`src/core/dbio_pkg.sv`:
```
package dbio_pkg;
   // data path and bus widths, register count
   localparam int DW = 12;
   localparam int AW = 8;
   localparam int NREG = 8;
   // register byte addresses
   localparam logic [7:0] A_INSTR = 8'h00;
   localparam logic [7:0] A_WORD = 8'h04;
   localparam logic [7:0] A_STAT = 8'h08;
   localparam logic [7:0] A_DEVSEL = 8'h0C;
   localparam logic [7:0] A_LEVEL = 8'h10;
   localparam logic [7:0] A_EXCL = 8'h14;
   localparam logic [7:0] A_INREG = 8'h18;
   localparam logic [7:0] A_OUTREG = 8'h1C;
   // one-hot decode positions
   localparam int RI_INSTR = 0;
   localparam int RI_WORD = 1;
   localparam int RI_STAT = 2;
   localparam int RI_DEVSEL = 3;
   localparam int RI_LEVEL = 4;
   localparam int RI_EXCL = 5;
   localparam int RI_INREG = 6;
   localparam int RI_OUTREG = 7;
   // instruction word: opcode, device group digit, unit digit, function
   localparam logic [2:0] OPC_IOT = 3'h6;
   localparam logic [2:0] DEV_GROUP = 3'h5;
   localparam logic [2:0] DEV_RST = 3'h0;
   localparam logic [2:0] F_IRQ_DIS = 3'h0;
   localparam logic [2:0] F_IRQ_EN = 3'h1;
   localparam logic [2:0] F_SKIP = 3'h2;
   localparam logic [2:0] F_IN_CLR = 3'h3;
   localparam logic [2:0] F_IN_RD = 3'h4;
   localparam logic [2:0] F_OUT_CLR = 3'h5;
   localparam logic [2:0] F_OUT_SET = 3'h6;
   localparam logic [2:0] F_OUT_RD = 3'h7;
   // status bit positions
   localparam int ST_SKIP = 0;
   localparam int ST_FLAG = 1;
   localparam int ST_IEN = 2;
   localparam int ST_IRQ = 3;
   localparam int ST_HIT = 4;
   // reset values and bus response codes
   localparam logic [11:0] OUT_RST = 12'h000;
   localparam logic [11:0] LEVEL_RST = 12'h000;
   localparam logic [11:0] EXCL_RST = 12'h000;
   localparam logic [11:0] WORD_RST = 12'h000;
   localparam logic [1:0] RESP_OKAY = 2'h0;
   localparam logic [1:0] RESP_SLVERR = 2'h2;
   // timing
   localparam longint CLK_HZ = 20000000;
   localparam longint EDGE_HOLD_NS = 50;
   localparam longint HOLD_RAW = (EDGE_HOLD_NS * CLK_HZ + 999999999) / 1000000000;
   localparam int EDGE_HOLD_CYC = (HOLD_RAW < 1) ? 1 : int'(HOLD_RAW);
endpackage

```
`src/core/dbio_in_sync.sv`:
```
`timescale 1ns/100ps
module dbio_in_sync (
   // clock and reset
   input wire logic clk_sys,
   input wire logic sys_rst,
   // raw lines, low means one
   input wire logic [dbio_pkg::DW-1:0] line_n,
   // conditioned view
   output logic [dbio_pkg::DW-1:0] live_ff,
   output logic [dbio_pkg::DW-1:0] fall_ff
);
   logic [dbio_pkg::DW-1:0] s1_ff, s2_ff, s3_ff;
   logic [dbio_pkg::DW-1:0] nxt_live, nxt_fall, agree;

   // a change counts only once stages two and three agree, so a low pulse
   // must cover two samples; a single-sample glitch is dropped on purpose
   always_comb begin
      agree = ~(s2_ff ^ s3_ff);
      nxt_live = (agree & ~s3_ff) | (~agree & live_ff);
      nxt_fall = agree & ~s3_ff & ~live_ff;
   end

   always_ff @(posedge clk_sys or posedge sys_rst) begin
      if (sys_rst) begin
         s1_ff <= 12'hFFF;
         s2_ff <= 12'hFFF;
         s3_ff <= 12'hFFF;
         live_ff <= 12'h000;
         fall_ff <= 12'h000;
      end else begin
         s1_ff <= line_n;
         s2_ff <= s1_ff;
         s3_ff <= s2_ff;
         live_ff <= nxt_live;
         fall_ff <= nxt_fall;
      end
   end
endmodule

```
`src/core/dbio_top.sv`:
```
// Local design decisions: the register addresses and the AXI4-Lite interface to the registers.
`timescale 1ns/100ps
module dbio_top (
   // clock and reset
   input wire logic clk_sys,
   input wire logic sys_rst,
   // axi4-lite write address
   input wire logic [dbio_pkg::AW-1:0] s_axi_awaddr,
   input wire logic s_axi_awvalid,
   output logic s_axi_awready,
   // axi4-lite write data
   input wire logic [31:0] s_axi_wdata,
   input wire logic [3:0] s_axi_wstrb,
   input wire logic s_axi_wvalid,
   output logic s_axi_wready,
   // axi4-lite write response
   output logic [1:0] s_axi_bresp,
   output logic s_axi_bvalid,
   input wire logic s_axi_bready,
   // axi4-lite read address
   input wire logic [dbio_pkg::AW-1:0] s_axi_araddr,
   input wire logic s_axi_arvalid,
   output logic s_axi_arready,
   // axi4-lite read data
   output logic [31:0] s_axi_rdata,
   output logic [1:0] s_axi_rresp,
   output logic s_axi_rvalid,
   input wire logic s_axi_rready,
   // field lines, low means one
   input wire logic [dbio_pkg::DW-1:0] din_n,
   output logic [dbio_pkg::DW-1:0] dout_n,
   // interrupt request to the processor
   output logic irq_req
);
   typedef enum logic [2:0] {WS_IDLE, WS_GOT_A, WS_GOT_D, WS_EXEC, WS_RESP} dbio_wst_e;

   function automatic logic [dbio_pkg::NREG-1:0] reg_dec(input logic [dbio_pkg::AW-1:0] a);
      logic [dbio_pkg::NREG-1:0] d;
      d = '0;
      case (a)
         dbio_pkg::A_INSTR: d[dbio_pkg::RI_INSTR] = 1'b1;
         dbio_pkg::A_WORD: d[dbio_pkg::RI_WORD] = 1'b1;
         dbio_pkg::A_STAT: d[dbio_pkg::RI_STAT] = 1'b1;
         dbio_pkg::A_DEVSEL: d[dbio_pkg::RI_DEVSEL] = 1'b1;
         dbio_pkg::A_LEVEL: d[dbio_pkg::RI_LEVEL] = 1'b1;
         dbio_pkg::A_EXCL: d[dbio_pkg::RI_EXCL] = 1'b1;
         dbio_pkg::A_INREG: d[dbio_pkg::RI_INREG] = 1'b1;
         dbio_pkg::A_OUTREG: d[dbio_pkg::RI_OUTREG] = 1'b1;
         default: d = '0;
      endcase
      return d;
   endfunction

   function automatic logic [11:0] merge12(input logic [11:0] old, input logic [31:0] d,
                                           input logic [3:0] s);
      logic [11:0] r;
      r = old;
      if (s[0]) r[7:0] = d[7:0];
      if (s[1]) r[11:8] = d[11:8];
      return r;
   endfunction

   // bus state
   dbio_wst_e wst_ff, nxt_wst;
   logic [dbio_pkg::AW-1:0] waddr_ff, nxt_waddr;
   logic [31:0] wdata_ff, nxt_wdata;
   logic [3:0] wstrb_ff, nxt_wstrb;
   logic awready_ff, nxt_awready, wready_ff, nxt_wready;
   logic bvalid_ff, nxt_bvalid, arready_ff, nxt_arready, rvalid_ff, nxt_rvalid;
   logic [1:0] bresp_ff, nxt_bresp, rresp_ff, nxt_rresp;
   logic [31:0] rdata_ff, nxt_rdata;
   logic aw_hs, w_hs, ar_hs, do_wr;
   logic [dbio_pkg::NREG-1:0] wsel, rsel;
   logic [31:0] rd_mux;

   // device state
   logic [11:0] instr_ff, nxt_instr, word_ff, nxt_word, cap_ff, nxt_cap;
   logic [11:0] dout_n_ff, nxt_dout_n, level_ff, nxt_level, excl_ff, nxt_excl;
   logic [2:0] devsel_ff, nxt_devsel;
   logic ien_ff, nxt_ien, skip_ff, nxt_skip, hit_ff, nxt_hit, irq_ff, nxt_irq;
   logic [11:0] live, fall, in_view, clr, ins;
   logic flag, exec, hit;
   logic [2:0] func;

   dbio_in_sync u_sync (
      .clk_sys(clk_sys),
      .sys_rst(sys_rst),
      .line_n(din_n),
      .live_ff(live),
      .fall_ff(fall)
   );

   // ---------------- bus slave ----------------
   always_comb begin
      aw_hs = s_axi_awvalid & awready_ff;
      w_hs = s_axi_wvalid & wready_ff;
      ar_hs = s_axi_arvalid & arready_ff;
      wsel = reg_dec(waddr_ff);
      rsel = reg_dec(s_axi_araddr);
      do_wr = (wst_ff == WS_EXEC);
      nxt_wst = wst_ff;
      nxt_waddr = aw_hs ? s_axi_awaddr : waddr_ff;
      nxt_wdata = w_hs ? s_axi_wdata : wdata_ff;
      nxt_wstrb = w_hs ? s_axi_wstrb : wstrb_ff;
      nxt_bresp = bresp_ff;
      case (wst_ff)
         WS_IDLE: begin
            if (aw_hs && w_hs) nxt_wst = WS_EXEC;
            else if (aw_hs) nxt_wst = WS_GOT_A;
            else if (w_hs) nxt_wst = WS_GOT_D;
         end
         WS_GOT_A: if (w_hs) nxt_wst = WS_EXEC;
         WS_GOT_D: if (aw_hs) nxt_wst = WS_EXEC;
         WS_EXEC: begin
            nxt_wst = WS_RESP;
            nxt_bresp = (wsel == '0) ? dbio_pkg::RESP_SLVERR : dbio_pkg::RESP_OKAY;
         end
         WS_RESP: if (s_axi_bready) nxt_wst = WS_IDLE;
         default: nxt_wst = WS_IDLE;
      endcase
      nxt_awready = (nxt_wst == WS_IDLE) || (nxt_wst == WS_GOT_D);
      nxt_wready = (nxt_wst == WS_IDLE) || (nxt_wst == WS_GOT_A);
      nxt_bvalid = (nxt_wst == WS_RESP);

      rd_mux = '0;
      if (rsel[dbio_pkg::RI_INSTR]) rd_mux[11:0] = instr_ff;
      if (rsel[dbio_pkg::RI_WORD]) rd_mux[11:0] = word_ff;
      if (rsel[dbio_pkg::RI_STAT]) begin
         rd_mux[dbio_pkg::ST_SKIP] = skip_ff;
         rd_mux[dbio_pkg::ST_FLAG] = flag;
         rd_mux[dbio_pkg::ST_IEN] = ien_ff;
         rd_mux[dbio_pkg::ST_IRQ] = irq_ff;
         rd_mux[dbio_pkg::ST_HIT] = hit_ff;
      end
      if (rsel[dbio_pkg::RI_DEVSEL]) rd_mux[2:0] = devsel_ff;
      if (rsel[dbio_pkg::RI_LEVEL]) rd_mux[11:0] = level_ff;
      if (rsel[dbio_pkg::RI_EXCL]) rd_mux[11:0] = excl_ff;
      if (rsel[dbio_pkg::RI_INREG]) rd_mux[11:0] = in_view;
      if (rsel[dbio_pkg::RI_OUTREG]) rd_mux[11:0] = ~dout_n_ff;
      nxt_rvalid = rvalid_ff;
      nxt_rdata = rdata_ff;
      nxt_rresp = rresp_ff;
      if (ar_hs) begin
         nxt_rvalid = 1'b1;
         nxt_rdata = rd_mux;
         nxt_rresp = (rsel == '0) ? dbio_pkg::RESP_SLVERR : dbio_pkg::RESP_OKAY;
      end else if (rvalid_ff && s_axi_rready) begin
         nxt_rvalid = 1'b0;
      end
      nxt_arready = !nxt_rvalid;
   end

   always_ff @(posedge clk_sys or posedge sys_rst) begin
      if (sys_rst) begin
         wst_ff <= WS_IDLE;
         waddr_ff <= 8'h00;
         wdata_ff <= 32'h0000_0000;
         wstrb_ff <= 4'h0;
         awready_ff <= 1'b0;
         wready_ff <= 1'b0;
         bvalid_ff <= 1'b0;
         bresp_ff <= dbio_pkg::RESP_OKAY;
         arready_ff <= 1'b0;
         rvalid_ff <= 1'b0;
         rdata_ff <= 32'h0000_0000;
         rresp_ff <= dbio_pkg::RESP_OKAY;
      end else begin
         wst_ff <= nxt_wst;
         waddr_ff <= nxt_waddr;
         wdata_ff <= nxt_wdata;
         wstrb_ff <= nxt_wstrb;
         awready_ff <= nxt_awready;
         wready_ff <= nxt_wready;
         bvalid_ff <= nxt_bvalid;
         bresp_ff <= nxt_bresp;
         arready_ff <= nxt_arready;
         rvalid_ff <= nxt_rvalid;
         rdata_ff <= nxt_rdata;
         rresp_ff <= nxt_rresp;
      end
   end

   // ---------------- device core ----------------
   always_comb begin
      in_view = (level_ff & live) | (~level_ff & cap_ff);
      flag = |(in_view & ~excl_ff);
      exec = do_wr && wsel[dbio_pkg::RI_INSTR];
      ins = merge12(instr_ff, wdata_ff, wstrb_ff);
      func = ins[2:0];
      hit = exec && (ins[11:9] == dbio_pkg::OPC_IOT) && (ins[8:6] == dbio_pkg::DEV_GROUP)
            && (ins[5:3] == devsel_ff);
      nxt_instr = exec ? ins : instr_ff;
      nxt_hit = exec ? hit : hit_ff;
      nxt_word = word_ff;
      nxt_devsel = devsel_ff;
      nxt_level = level_ff;
      nxt_excl = excl_ff;
      if (do_wr && wsel[dbio_pkg::RI_WORD]) nxt_word = merge12(word_ff, wdata_ff, wstrb_ff);
      if (do_wr && wsel[dbio_pkg::RI_DEVSEL]) nxt_devsel = wdata_ff[2:0];
      if (do_wr && wsel[dbio_pkg::RI_LEVEL]) nxt_level = merge12(level_ff, wdata_ff, wstrb_ff);
      if (do_wr && wsel[dbio_pkg::RI_EXCL]) nxt_excl = merge12(excl_ff, wdata_ff, wstrb_ff);
      nxt_ien = ien_ff;
      nxt_skip = exec ? 1'b0 : skip_ff;
      nxt_dout_n = dout_n_ff;
      clr = 12'h000;
      if (hit) begin
         case (func)
            dbio_pkg::F_IRQ_DIS: nxt_ien = 1'b0;
            dbio_pkg::F_IRQ_EN: nxt_ien = 1'b1;
            dbio_pkg::F_SKIP: nxt_skip = flag;
            dbio_pkg::F_IN_CLR: clr = word_ff;
            dbio_pkg::F_IN_RD: nxt_word = in_view;
            dbio_pkg::F_OUT_CLR: nxt_dout_n = dout_n_ff | word_ff;
            dbio_pkg::F_OUT_SET: nxt_dout_n = dout_n_ff & ~word_ff;
            dbio_pkg::F_OUT_RD: nxt_word = ~dout_n_ff;
            default: nxt_ien = ien_ff;
         endcase
      end
      // capture wins over a clear landing in the same cycle
      nxt_cap = (cap_ff & ~clr) | (fall & ~level_ff);
      // one cycle behind the flag so the pin comes straight from a flop
      nxt_irq = flag & ien_ff;
   end

   always_ff @(posedge clk_sys or posedge sys_rst) begin
      if (sys_rst) begin
         instr_ff <= 12'h000;
         word_ff <= dbio_pkg::WORD_RST;
         cap_ff <= 12'h000;
         dout_n_ff <= ~dbio_pkg::OUT_RST;
         level_ff <= dbio_pkg::LEVEL_RST;
         excl_ff <= dbio_pkg::EXCL_RST;
         devsel_ff <= dbio_pkg::DEV_RST;
         ien_ff <= 1'b0;
         skip_ff <= 1'b0;
         hit_ff <= 1'b0;
         irq_ff <= 1'b0;
      end else begin
         instr_ff <= nxt_instr;
         word_ff <= nxt_word;
         cap_ff <= nxt_cap;
         dout_n_ff <= nxt_dout_n;
         level_ff <= nxt_level;
         excl_ff <= nxt_excl;
         devsel_ff <= nxt_devsel;
         ien_ff <= nxt_ien;
         skip_ff <= nxt_skip;
         hit_ff <= nxt_hit;
         irq_ff <= nxt_irq;
      end
   end

   assign s_axi_awready = awready_ff;
   assign s_axi_wready = wready_ff;
   assign s_axi_bvalid = bvalid_ff;
   assign s_axi_bresp = bresp_ff;
   assign s_axi_arready = arready_ff;
   assign s_axi_rvalid = rvalid_ff;
   assign s_axi_rdata = rdata_ff;
   assign s_axi_rresp = rresp_ff;
   assign dout_n = dout_n_ff;
   assign irq_req = irq_ff;

   // ---------------- checks ----------------
   localparam int HOLD_C = dbio_pkg::EDGE_HOLD_CYC;
   logic [2:0] lo0_cnt_ff;
   logic seen0_ff;
   always_ff @(posedge clk_sys or posedge sys_rst) begin
      if (sys_rst) begin
         lo0_cnt_ff <= 3'h0;
         seen0_ff <= 1'b0;
      end else begin
         lo0_cnt_ff <= din_n[0] ? 3'h0 : ((lo0_cnt_ff == 3'h7) ? 3'h7 : lo0_cnt_ff + 3'h1);
         seen0_ff <= din_n[0] ? 1'b0 : (seen0_ff | fall[0]);
      end
   end
endmodule

```
`config.mk`:
```
export PLATFORM = sky130hd
export DESIGN_NAME = dbio_top
export DESIGN_NICKNAME = d
export VERILOG_FILES = /design/src/core/dbio_pkg.sv /design/src/core/dbio_in_sync.sv /design/src/core/dbio_top.sv
export SDC_FILE = /design/constraint.sdc
export NUM_CORES = 1
export LEC_CHECK = 0
export BUFFER_PORTS_ARGS = -buffer_cell sky130_fd_sc_hd__buf_2
export CORE_MARGIN = 2
export CORE_UTILIZATION = 40
export CTS_CLUSTER_DIAMETER = 150
export CTS_CLUSTER_SIZE = 24
export DETAILED_ROUTE_END_ITERATION = 12
export SYNTH_ARGS = -nofsm -noshare
export SYNTH_HDL_FRONTEND = slang
export SYNTH_HIERARCHICAL = 1
export SYNTH_SLANG_ARGS = --single-unit
```
`constraint.sdc`:
```
create_clock -name clk_sys -period 8.95 [get_ports clk_sys]
set_input_delay 0.895 -clock clk_sys [delete_from_list [all_inputs] [get_ports clk_sys]]
set_output_delay 0.895 -clock clk_sys [all_outputs]
set_load 0.05 [all_outputs]
```
* Word-level counts from Yosys, hierarchy flattened
Cells that the tools add are included.
** Word-level totals
- Bits in latches :: 0
- ROM bits :: 0
- RAM bits :: 0
- Memories kept :: 0
- Output and inout port bits :: 54
- Word-level logic and storage cells :: 166
- Register bits :: 185
- Input port bits :: 71
** Operators by class
- Reduce and logical (&&, ||, !) cells :: 29
- Add/subtract/negate cells :: 0
- Div/mod/pow operators :: 0
- Order comparisons :: 0
- Muxes and demuxes :: 49
- Multipliers :: 0
- Shift operators :: 0
- Equality and inequality tests :: 31
- Bitwise operators :: 27
** Operator list (number)
- $mux W12 :: 10
- $and A12 B12 Y12 :: 9
- $not A12 Y12 :: 9
- $eq A8 B5 Y1 const B :: 8
- $or A12 B12 Y12 :: 4
- $pmux W12 S2 :: 2
- $eq A8 B4 Y1 const B :: 4
- $logic_not A8 Y1 :: 4
- $eq A3 B3 Y1 const B :: 8
- $mux W1 :: 21
- $mux W3 :: 7
- $eq A8 B3 Y1 const B :: 2
- $mux W8 :: 2
- $eq A3 B2 Y1 const B :: 5
- $pmux W3 S5 :: 1
- $reduce_and A2 Y1 :: 6
- $reduce_or A12 Y1 :: 1
- $xor A12 B12 Y12 :: 1
- $logic_and A1 B1 Y1 :: 10
- $eq A3 B1 Y1 const B :: 3
- $logic_not A3 Y1 :: 3
- $mux W4 :: 2
- $mux W5 :: 1
- $and A1 B1 Y1 :: 4
- 6 further kinds :: 9

* Depth between registers and ports, before layout
Gate-level depths: netlist of the first run.
- Depth after elaboration :: 11
- Gate-level depth with buffers :: 8
- Depth with buffers taken out :: 5

* Cells and area by module
The synthesis of the first run kept the hierarchy.
** Modules (own cells, without submodules)
- dbio_top :: instances 1, cells each 569, area an instance 6279.8 µm², seq. area each 3093.0 µm²
- dbio_in_sync :: instances 1, cells each 128, area an instance 2001.9 µm², seq. area each 1546.5 µm²

* Worst setup path before layout of the first run
OpenSTA, ideal clock, no wires.
- Kind :: register -> register
- Start :: reg waddr_ff[0] (netlist name)
- End :: reg cap_ff[10]
- Arrival :: 2.374 ns
- Clock period less this slack :: 2.500 ns
- Required time :: 8.824 ns
- Library setup time :: 0.126 ns
- Slack :: 6.450 ns
- Stages on the path, launching flop included :: 8
- Path buffers :: 2
- Cell sequence :: dfrtp_1 -> or3_4 -> or4_1 -> buf_2 -> nor4_4 -> nand3_2 -> buf_6 -> a221o_1
** Between the ends
- Word-level cells in the longest chain between the ends :: 10
** Ends and longest elaborated chain
- start, declared :: RTL line dbio_top.sv:65 : logic [dbio_pkg::AW-1:0] waddr_ff, nxt_waddr;
- start signal, assigned :: RTL line dbio_top.sv:169 : waddr_ff <= nxt_waddr;
- $logic_not A8 Y1 :: RTL line dbio_top.sv:40 : case (a)
- $mux W1 :: RTL line dbio_top.sv:40
- $logic_and A1 B1 Y1 :: RTL line dbio_top.sv:187 : exec = do_wr && wsel[dbio_pkg::RI_INSTR];
- $logic_and A1 B1 Y1 (2 in series) :: RTL line dbio_top.sv:190 : hit = exec && (ins[11:9] == dbio_pkg::OPC_IOT) && (ins[8:6] == dbio_pkg::DEV_GROUP)
- $logic_and A1 B1 Y1 :: RTL line dbio_top.sv:191 : && (ins[5:3] == devsel_ff);
- $mux W12 :: RTL line dbio_top.sv:206 : if (hit) begin
- $not A12 Y12 :: RTL line dbio_top.sv:220 : nxt_cap = (cap_ff & ~clr) | (fall & ~level_ff);
- $and A12 B12 Y12 :: RTL line dbio_top.sv:220
- $or A12 B12 Y12 :: RTL line dbio_top.sv:220
- net nxt_cap[10] :: RTL line dbio_top.sv:77 : logic [11:0] instr_ff, nxt_instr, word_ff, nxt_word, cap_ff, nxt_cap;
- end signal, assigned :: RTL line dbio_top.sv:241 : cap_ff <= nxt_cap;
- end, declared :: RTL line dbio_top.sv:77
The timed path passes the listed nets, and every way through them passes these cells.
A chain may end at the register's enable or synchronous reset.

* Worst setup path in the final report of the first run
- Start :: reg waddr_ff[0] (netlist name)
- End :: reg word_ff[5]
** Between the ends
- Word-level cells in the longest chain between the ends :: 7
- Elaborated cells between the ends (all ways) :: 12
- Those cells by class :: eq/ne: 1; mux: 5; reduce/logical: 6
** Ends and longest elaborated chain
- branches (longest 6 deep; another with $mux W12)
- $mux W12 (*) :: RTL line dbio_top.sv:206
- net nxt_word[5] :: RTL line dbio_top.sv:77
- end signal, assigned :: RTL line dbio_top.sv:228 : word_ff <= dbio_pkg::WORD_RST;
- end signal, assigned :: RTL line dbio_top.sv:240 : word_ff <= nxt_word;
- end, declared :: RTL line dbio_top.sv:77
Mark *: on every way through the listed nets, which the timed path passes.

==> out/results.txt, run 1 <==
Seq pwr share: 46.8%
max incr delay on CP: 0.64 ns
Register-to-Register Path Depth: 6
wire length per cell: 20.0 microns
Synth Cell Area: 8280 sq um
violation count after the first detailed-route iteration: 593
Synth Instances: 697
Net Sw Power: 730 uW
Final min period: 3.20 ns
CP top delay family: simple AND/OR/NAND/NOR gates
hpwl dp: 14,200 microns
Via density: 5.44
power per cell area: 244 nW/um^2
maximum number of pins on one net before global-route repair: 79
Site Rows: 52
# port buffers: 80
hold depth: 0
TritonCTS clock tree: yes
ANT nets after route: 0
Max clock buf depth: 2
number of enable flip-flop cells after synthesis: 0
Lkg Pwr: 4.30 nW
Die X: 148 microns
Ys Warns: 6
Die Height: 148 microns
drt drc: 0
total wire length: 21,200 microns
number of CTS-inserted buffers: 17
RSZ-0062 raised after global routing: false
Tightest Hold Check Type: flip-flop to flip-flop
CP Cell Sequence: or3_4 > or4_1 > nor4_4 > buf_4 > nand3_1 > o22ai_1
Max Freq: 312 MHz
Hold Crit Start: u_sync/s1_ff[8]$_DFF_PP1_
critical path class: flip-flop to flip-flop
layout cells sized above 1: 31.1%
internal power: 1.58 mW
Slowest-stage cell, CP: nand3_1
average instance area after synthesis: 11.9 sq um
core area: 20,300 sq um
Final Max Tran Viols: 0
Remaining Overflow, GRT: 0
Bufs and invs on worst path: 1
dominant synthesized flop cell: dfrtp_1
most common cell after layout, fill and taps aside: dfrtp_1
gpl congestion: 0.906
first-pass GRT wire length: 33,000 microns
Gate power share: 20.6%
status: completed
total number of vias: 5,752
Setup Fix Bufs, Post-CTS: 0
total power: 2.31 mW
Final Hold Fails: 0
I/O pin count: 125
Yosys reg bits: 183
Initial Util: 40.8%
Final TNS setup: 0 ns
FF-to-FF setup slack: 5.75 ns
Max Cap Viol: 0
Reg2Reg Launch Point: waddr_ff[0]$_DFFE_PP0P_
Tightest Pin Transition: 1.03 ns
slew margin rel.: 31.3%
diode count: 0
worst skew pair latency: 0.44 ns
CP startpoint kind: flip-flop
GR Util All Layers: 19.9%
CP arrival: 3.52 ns
peak supply drop: 0.000138 V
CTS resizes: 0
hold_buf cts: 0
clk root buf: clkbuf_16
Data required, critical path: 9.27 ns
vias in the first global route: 5,782
WHS: 0.356 ns
post-synth cell types: 57
Async SR Flop Fraction: 100%
Die ar.: 21,900 sq um
initial antenna violation count: 0
clk_skew: 0.0104 ns
post-synthesis sequential area ratio: 56.0%
synth-to-layout area growth: 14.2%
drt first pass iters: 5
crit path max fanout: 17
clk sinks: 183
# nets final: 857
most frequent cells in the layout: dfrtp_1 (135), buf_2 (80), mux2_2 (65), nand2_1 (58), dfstp_2 (48)
H-tree depth: 4
Sw Ratio: 31.6%
clk slew on worst S/H paths: 0.06 ns
final setup violation count: 0
RR Endpoint: word_ff[5]$_DFF_PP0_
Worst Hold End: u_sync/s2_ff[8]$_DFF_PP1_
crit path capture type: flip-flop
Clock Power Share: 32.6%
fin crit share: 35.8%
[through the flow]
step                instance area, sq um  util (%)  std cells  worst slack [ns]
CTS                                 9450      46.6       1057              5.79
detailed placement                  8870      43.7       1025              5.60
global placement                    8870      43.7       1025              5.60
global route                        9450      46.6       1057              5.70
finish                              9450      46.6       1057              5.75
floorplan                           8360         -        718              4.80
[worst max path at each step]
stage                                            end                    start  depth (start not counted)  slack, ns
after CTS                       cap_ff[11]$_DFF_PP0_      wst_ff[2]$_DFF_PP0_                          6       5.79
after global placement    s_axi_rdata[6]$_DFFE_PP0P_          s_axi_araddr[4]                          7       5.60
after floorplan                  cap_ff[0]$_DFF_PP0_                  sys_rst                          1       4.80
after detailed placement  s_axi_rdata[7]$_DFFE_PP0P_          s_axi_araddr[4]                          7       5.60
final                           word_ff[5]$_DFF_PP0_  waddr_ff[0]$_DFFE_PP0P_                          6       5.75
after global routing            cap_ff[11]$_DFF_PP0_      wst_ff[2]$_DFF_PP0_                          6       5.70
[routing by layer]
| metal | GRT usage [%] | wire (microns) | vias to the layer above |
|---|---|---|---|
| met3 | 3.86 | 1140 | 36 |
| li1 | - | - | 2605 |
| met2 | 31.4 | 9900 | 234 |
| met1 | 27.4 | 9630 | 2877 |
| met4 | 7.43 | 493 | 0 |
| met5 | 0 | 0 | - |
[area by class of cell]
type | instances | area (sq um)
Sequential cell | 183 | 4640
Timing Repair Buffer | 84 | 430
Clock inverter | 7 | 92.6
Tap cell | 270 | 338
Multi-Input combinational cell | 443 | 3290
Inverter | 45 | 171
Clock buffer | 25 | 495
Fill cell | 1870 | 10800
[power by group through the flow]
stage / clock (mW) / combinational [mW] / sequential (mW)
after global placement: 0 / 0.463 / 1.08
after global routing: 0.803 / 0.512 / 1.10
after floorplan: 0 / 0.332 / 1.08
after CTS: 0.768 / 0.476 / 1.08
after detailed placement: 0 / 0.473 / 1.09
final: 0.752 / 0.474 / 1.08
[cell families (layout without fill, tap and decap cells)]
kind of cell	Yosys count	after routing	share of synthesized area, %
compound gates	126	126	10.4
flops	183	183	56.0
other cells	1	22	0.0453
mux	116	116	15.5
fa+ha+maj	12	12	1.81
xor+xnor	4	4	0.423
buf+inv	92	161	5.42
simple gates	163	163	10.5
[cell usage after synthesis, drive strengths merged, types with 12 or more instances]
master / count / area share [%]
o22a: 13 / 1.4
o21ai: 35 / 2.1
a221o: 13 / 1.6
buf: 30 / 2.6
ha: 12 / 1.8
clkbuf: 17 / 0.77
nor2: 18 / 0.82
mux2i: 45 / 5.4
inv: 45 / 2.0
nor2b: 28 / 2.1
nand2: 58 / 2.6
mux2: 70 / 9.7
dfrtp: 135 / 41
nand3: 19 / 1.2
o22ai: 31 / 2.3
dfstp: 48 / 15
(Power assumes the default switching activity.)
==> inputs of run 2 (changes only) <==
==> constraint.sdc (replaced) <==
create_clock -name clk_sys -period 2.55 [get_ports clk_sys]
set_input_delay 0.255 -clock clk_sys [delete_from_list [all_inputs] [get_ports clk_sys]]
set_output_delay 0.255 -clock clk_sys [all_outputs]
set_load 0.05 [all_outputs]
==> out/results.txt, run 2 (same netlist as run 1, synthesis figures left out) <==
WHS: 0.0565 ns (was 0.356 ns)
gpl congestion: 0.936 (was 0.906)
Final TNS setup: 0 ns (unchanged)
Final min period: 2.43 ns (was 3.20 ns)
critical path class: flip-flop to flip-flop (unchanged)
crit path capture type: flip-flop (unchanged)
Max Freq: 412 MHz (was 312 MHz)
ANT nets after route: 0 (unchanged)
Remaining Overflow, GRT: 0 (unchanged)
Tightest Pin Transition: 0.667 ns (was 1.03 ns)
most frequent cells in the layout: dfrtp_1 (135), buf_2 (80), mux2_2 (65), nand2_1 (58), dfstp_2 (48) (unchanged)
final setup violation count: 0 (unchanged)
wire length per cell: 19.6 microns (was 20.0 microns)
Multi-input gate area: 3280 sq um (was 3290 sq um)
power per cell area: 860 nW/um^2 (was 244 nW/um^2)
total wire length: 21,700 microns (was 21,200 microns)
Max clock buf depth: 2 (unchanged)
Net Sw Power: 2.62 mW (was 730 uW)
# nets final: 907 (was 857)
Filler cells: 1,825 (was 1,870)
GR Util All Layers: 20.4% (was 19.9%)
FF/Latch Area: 4640 sq um (unchanged)
diode count: 0 (unchanged)
Clock Power Share: 34.2% (was 32.6%)
Slowest-stage cell, CP: dfrtp_1 (was nand3_1)
CP arrival: 2.79 ns (was 3.52 ns)
Tightest Hold Check Type: input port to flip-flop (was flip-flop to flip-flop)
Site Rows: 52 (unchanged)
I/O pin count: 125 (unchanged)
slew margin rel.: 55.4% (was 31.3%)
Seq pwr share: 43.5% (was 46.8%)
cell mode on critical path: buf_4
clk root buf: clkbuf_16 (unchanged)
Lkg Pwr: 4.59 nW (was 4.30 nW)
number of CTS-inserted buffers: 17 (unchanged)
violation count after the first detailed-route iteration: 569 (was 593)
max incr delay on CP: 0.53 ns (was 0.64 ns)
CP startpoint kind: flip-flop (unchanged)
vias in the first global route: 5,865 (was 5,782)
TritonCTS clock tree: yes (unchanged)
peak supply drop: 0.000457 V (was 0.000138 V)
Initial Util: 40.8% (unchanged)
maximum number of pins on one net before global-route repair: 56 (was 79)
Die Height: 148 microns (unchanged)
Die X: 148 microns (unchanged)
Sw Ratio: 30.6% (was 31.6%)
most common cell after layout, fill and taps aside: dfrtp_1 (unchanged)
layout cells sized above 1: 34.3% (was 31.1%)
first-pass GRT wire length: 34,000 microns (was 33,000 microns)
core area: 20,300 sq um (unchanged)
worst skew pair latency: 0.43 ns (was 0.44 ns)
hpwl dp: 15,500 microns (was 14,200 microns)
internal power: 5.95 mW (was 1.58 mW)
Data required, critical path: 2.91 ns (was 9.27 ns)
clk sinks: 183 (unchanged)
Setup Fix Bufs, Post-CTS: 0 (unchanged)
fin crit share: 95.1% (was 35.8%)
Final Hold Fails: 0 (unchanged)
H-tree depth: 4 (unchanged)
drt drc: 0 (unchanged)
Gate power share: 22.3% (was 20.6%)
Max Cap Viol: 0 (unchanged)
crit path max fanout: 8 (was 17)
RSZ-0062 raised after global routing: false (unchanged)
# port buffers: 80 (unchanged)
clk slew on worst S/H paths: 0.07 ns (was 0.06 ns)
drt first pass iters: 6 (was 5)
status: completed (unchanged)
clk_skew: 0.00789 ns (was 0.0104 ns)
synth-to-layout area growth: 20.4% (was 14.2%)
total number of vias: 5,881 (was 5,752)
initial antenna violation count: 0 (unchanged)
Die ar.: 21,900 sq um (unchanged)
CP Cell Sequence: buf_4 > buf_4 > mux2i_2 > xnor2_1 > nor4b_2 > buf_4 > nand3_1 > mux2_2 (was or3_4 > or4_1 > nor4_4 > buf_4 > nand3_1 > o22ai_1)
Via density: 5.31 (was 5.44)
Final Max Tran Viols: 0 (unchanged)
run 2: final cells by class:
type                       count  area share [%]
multi-input combinational    443            32.9
sequential                   183            46.5
tap                          270            3.39
timing repair buffer         134            8.78
clock inverter                12            1.97
inverter                      45            1.73
clock buffer                  20            4.68
run 2: repair_timing:
item / in CTS / in global routing
endpoints found under the hold margin: 39 / 0
resized for setup: 0 / 1
hold buffers: 13 / 0
endpoints found under the setup margin: 9 / 6
pin swaps: 1 / 0
run 2: power by group through the flow:
stage	combinational [mW]	sequential, mW	clock, mW
finish	1.91	3.73	2.93
global route	2.06	3.79	3.13
CTS	1.90	3.72	3.01
detailed placement	1.87	3.77	0
global placement	1.84	3.74	0
floorplan	1.17	3.80	0
run 2: path summary, 6_finish.rpt:
check / to / slack, ns / cells after the start / start
max: flip-flop / 0.12 / 8 / wstrb_ff[0]$_DFFE_PP0P_
min: wdata_ff[8]$_DFFE_PP0P_ / 0.06 / 2 / s_axi_wdata[8]
max reg2reg: flip-flop / 0.12 / 8 / wstrb_ff[0]$_DFFE_PP0P_
min reg2reg: u_sync/s2_ff[6]$_DFF_PP1_ / 0.36 / 0 / u_sync/s1_ff[6]$_DFF_PP1_
max in group asynchronous: async pin / 1.37 / 4 / sys_rst
min in group asynchronous: async pin / 0.40 / 3 / sys_rst
run 2: worst max-delay path, delay by kind of cell, from the launching register on:
kind                      cells  cell delay [ns]
and+or+nand+nor               2             0.48
muxes                         2             0.58
buffers and inverters         3             0.61
DFF                           1             0.53
xor gates and xnor gates      1             0.15
run 2: through the flow:
step | worst slack, ns | cells | total power, mW | instance area, sq um | util [%]
after detailed placement | -0.00578 | 1062 | 5.65 | 9170 | 45.2
after CTS | 0.105 | 1107 | 8.63 | 9970 | 49.1
after global routing | 0.0200 | 1107 | 8.98 | 9970 | 49.1
after floorplan | 0.0501 | 718 | 4.96 | 8360 | -
final | 0.124 | 1107 | 8.57 | 9970 | 49.1
after global placement | 0.0140 | 1062 | 5.58 | 9170 | 45.2
run 2: routing by layer:
metal / part of all wire, % / wire (microns) / up-vias / track usage [%]
met5: 0 / 0 / - / 0
met3: 7.0 / 1520 / 40 / 5.65
li1: - / - / 2694 / -
met4: 1.8 / 385 / 0 / 5.43
met1: 44 / 9590 / 2915 / 28.2
met2: 47 / 10200 / 232 / 32.1
==> inputs of run 3 (changes only) <==
--- a/config.mk
+++ b/config.mk
@@ -11,6 +11,8 @@
 export CTS_CLUSTER_DIAMETER = 150
 export CTS_CLUSTER_SIZE = 24
 export DETAILED_ROUTE_END_ITERATION = 12
+export PLACE_DENSITY = 0.6
+export RECOVER_POWER = 100
 export SYNTH_ARGS = -nofsm -noshare
 export SYNTH_HDL_FRONTEND = slang
 export SYNTH_HIERARCHICAL = 1
==> out/results.txt, run 3 (same netlist as run 1, synthesis figures left out) <==
maximum number of pins on one net before global-route repair: 56 (unchanged)
Max Cap Viol: 0 (unchanged)
most common cell after layout, fill and taps aside: dfrtp_1 (unchanged)
worst skew pair latency: 0.43 ns (about the same)
TritonCTS clock tree: yes (unchanged)
status: completed (unchanged)
met3 usage: 5.65% (unchanged)
gr busiest metal: met2 (unchanged)
Final Hold Fails: 0 (unchanged)
violation count after the first detailed-route iteration: 541 (was 569)
WHS: 0.0571 ns (was 0.0565 ns)
slew margin rel.: 19.8% (was 55.4%)
Max clock buf depth: 2 (unchanged)
# nets final: 907 (unchanged)
hpwl dp: 15,500 microns (unchanged)
# port buffers: 80 (unchanged)
Die X: 148 microns (unchanged)
Final TNS setup: 0 ns (unchanged)
final setup violation count: 0 (unchanged)
met2 usage: 32.1% (unchanged)
Tightest Hold Check Type: input port to flip-flop (unchanged)
clk_skew: 0.00718 ns (was 0.00789 ns)
critical path class: flip-flop to flip-flop (unchanged)
core area: 20,300 sq um (unchanged)
synth-to-layout area growth: 18.7% (was 20.4%)
Via density: 5.33 (was 5.31)
clk sinks: 183 (unchanged)
Final Max Tran Viols: 0 (unchanged)
Die ar.: 21,900 sq um (unchanged)
most frequent cells in the layout: dfrtp_1 (135), mux2_2 (65), nand2_1 (58), buf_2 (47) (was dfrtp_1 (135), buf_2 (80), mux2_2 (65), nand2_1 (58), dfstp_2 (48))
Max Freq: 405 MHz (was 412 MHz)
layout cells sized above 1: 27.4% (was 34.3%)
I/O pin count: 125 (unchanged)
total wire length: 21,800 microns (was 21,700 microns)
slack of the critical path: 0.0803 ns (was 0.124 ns)
RSZ-0062 raised after global routing: false (unchanged)
wire length per cell: 19.7 microns (was 19.6 microns)
gpl congestion: 0.936 (unchanged)
fin crit share: 96.9% (was 95.1%)
drt drc: 0 (unchanged)
Tightest Pin Transition: 1.20 ns (was 0.667 ns)
Site Rows: 52 (unchanged)
peak supply drop: 0.000458 V (was 0.000457 V)
Lkg Pwr: 4.39 nW (was 4.59 nW)
clk root buf: clkbuf_16 (unchanged)
CP startpoint kind: flip-flop (unchanged)
crit path max fanout: 8 (unchanged)
drt first pass iters: 5 (was 6)
vias in the first global route: 5,865 (unchanged)
Final min period: 2.47 ns (was 2.43 ns)
Initial Util: 40.8% (unchanged)
total number of vias: 5,898 (was 5,881)
Data required, critical path: 2.91 ns (about the same)
clk slew on worst S/H paths: 0.07 ns (about the same)
met1 usage: 28.2% (unchanged)
diode count: 0 (unchanged)
H-tree depth: 4 (unchanged)
Die Height: 148 microns (unchanged)
Setup Fix Bufs, Post-CTS: 0 (unchanged)
worst slack, placed: -0.00578 ns (unchanged)
crit path capture type: flip-flop (unchanged)
initial antenna violation count: 0 (unchanged)
first-pass GRT wire length: 34,000 microns (unchanged)
CP arrival: 2.83 ns (was 2.79 ns)
power per cell area: 868 nW/um^2 (was 860 nW/um^2)
ANT nets after route: 0 (unchanged)
GR Util All Layers: 20.4% (unchanged)
number of CTS-inserted buffers: 17 (unchanged)
Remaining Overflow, GRT: 0 (unchanged)
-- run 3: cell count changes in the layout (fill, tap and decap cells not counted), sizes merged --
cell	previous run	this run
clkbuf	20	66
buf	121	75
-- run 3: final timing paths --
kind	startpoint	endpoint	slack, ns	cells past startpoint
max in group asynchronous	sys_rst	wdata_ff[11]$_DFFE_PP0P_	0.42	4
min in group asynchronous	sys_rst	async pin	0.52	3
min reg2reg	u_sync/s1_ff[8]$_DFF_PP1_	u_sync/s2_ff[8]$_DFF_PP1_	0.36	0
min	s_axi_wdata[8]	wdata_ff[8]$_DFFE_PP0P_	0.06	2
max	wstrb_ff[0]$_DFFE_PP0P_	flip-flop	0.08	8
max reg2reg	wstrb_ff[0]$_DFFE_PP0P_	flip-flop	0.08	8
-- run 3: worst max-delay path: stages (launching register included) --
cell	delay (ns)
dfrtp_1	0.56
buf_4	0.24
buf_4	0.13
mux2i_2	0.29
xnor2_1	0.15
nor4b_2	0.37
buf_4	0.25
nand3_1	0.11
mux2_2	0.28
-- run 3: through the flow --
stage / cells / util, % / area, sq um / total power, mW
6_report: 1107 / 48.4 / 9830 / 8.53
5_1_grt: 1107 / 48.4 / 9830 / 8.93
4_1_cts: 1107 / 49.1 / 9970 / 8.63
3_5_place_dp: 1062 / 45.2 / 9170 / 5.65
3_3_place_gp: 1062 / 45.2 / 9170 / 5.58
2_1_floorplan: 718 / - / 8360 / 4.96
-- run 3: layout make-up --
type,instances,area (sq um)
fill,1872,10500
sequential,183,4640
multi-input combinational,443,3260
timing repair buffer,134,758
clock buffer,20,467
tap,270,338
clock inverter,12,196
inverter,45,170
-- run 3: what timing repair did --
action,in CTS,in global routing
gates cloned,0,0
pin swaps,1,0
hold buffers,13,0
hold endpoints to repair,39,0
resized for setup,0,1
setup endpoints to repair,9,6
-- run 3: report_power, final --
part           leakage [nW]  total, mW  switching (mW)  internal, mW
registers              2.21       3.73           0.427          3.31
clock network         0.330       2.94            1.12          1.82
logic                  1.85       1.86            1.09         0.778
total                  4.39       8.53            2.63          5.90
-- run 3: routing by layer --
| metal | vias to the layer above | part of all wire (%) |
|---|---|---|
| met5 | - | 0 |
| met4 | 0 | 1.9 |
| met3 | 37 | 6.5 |
| met2 | 227 | 47 |
| met1 | 2935 | 45 |
| li1 | 2699 | - |
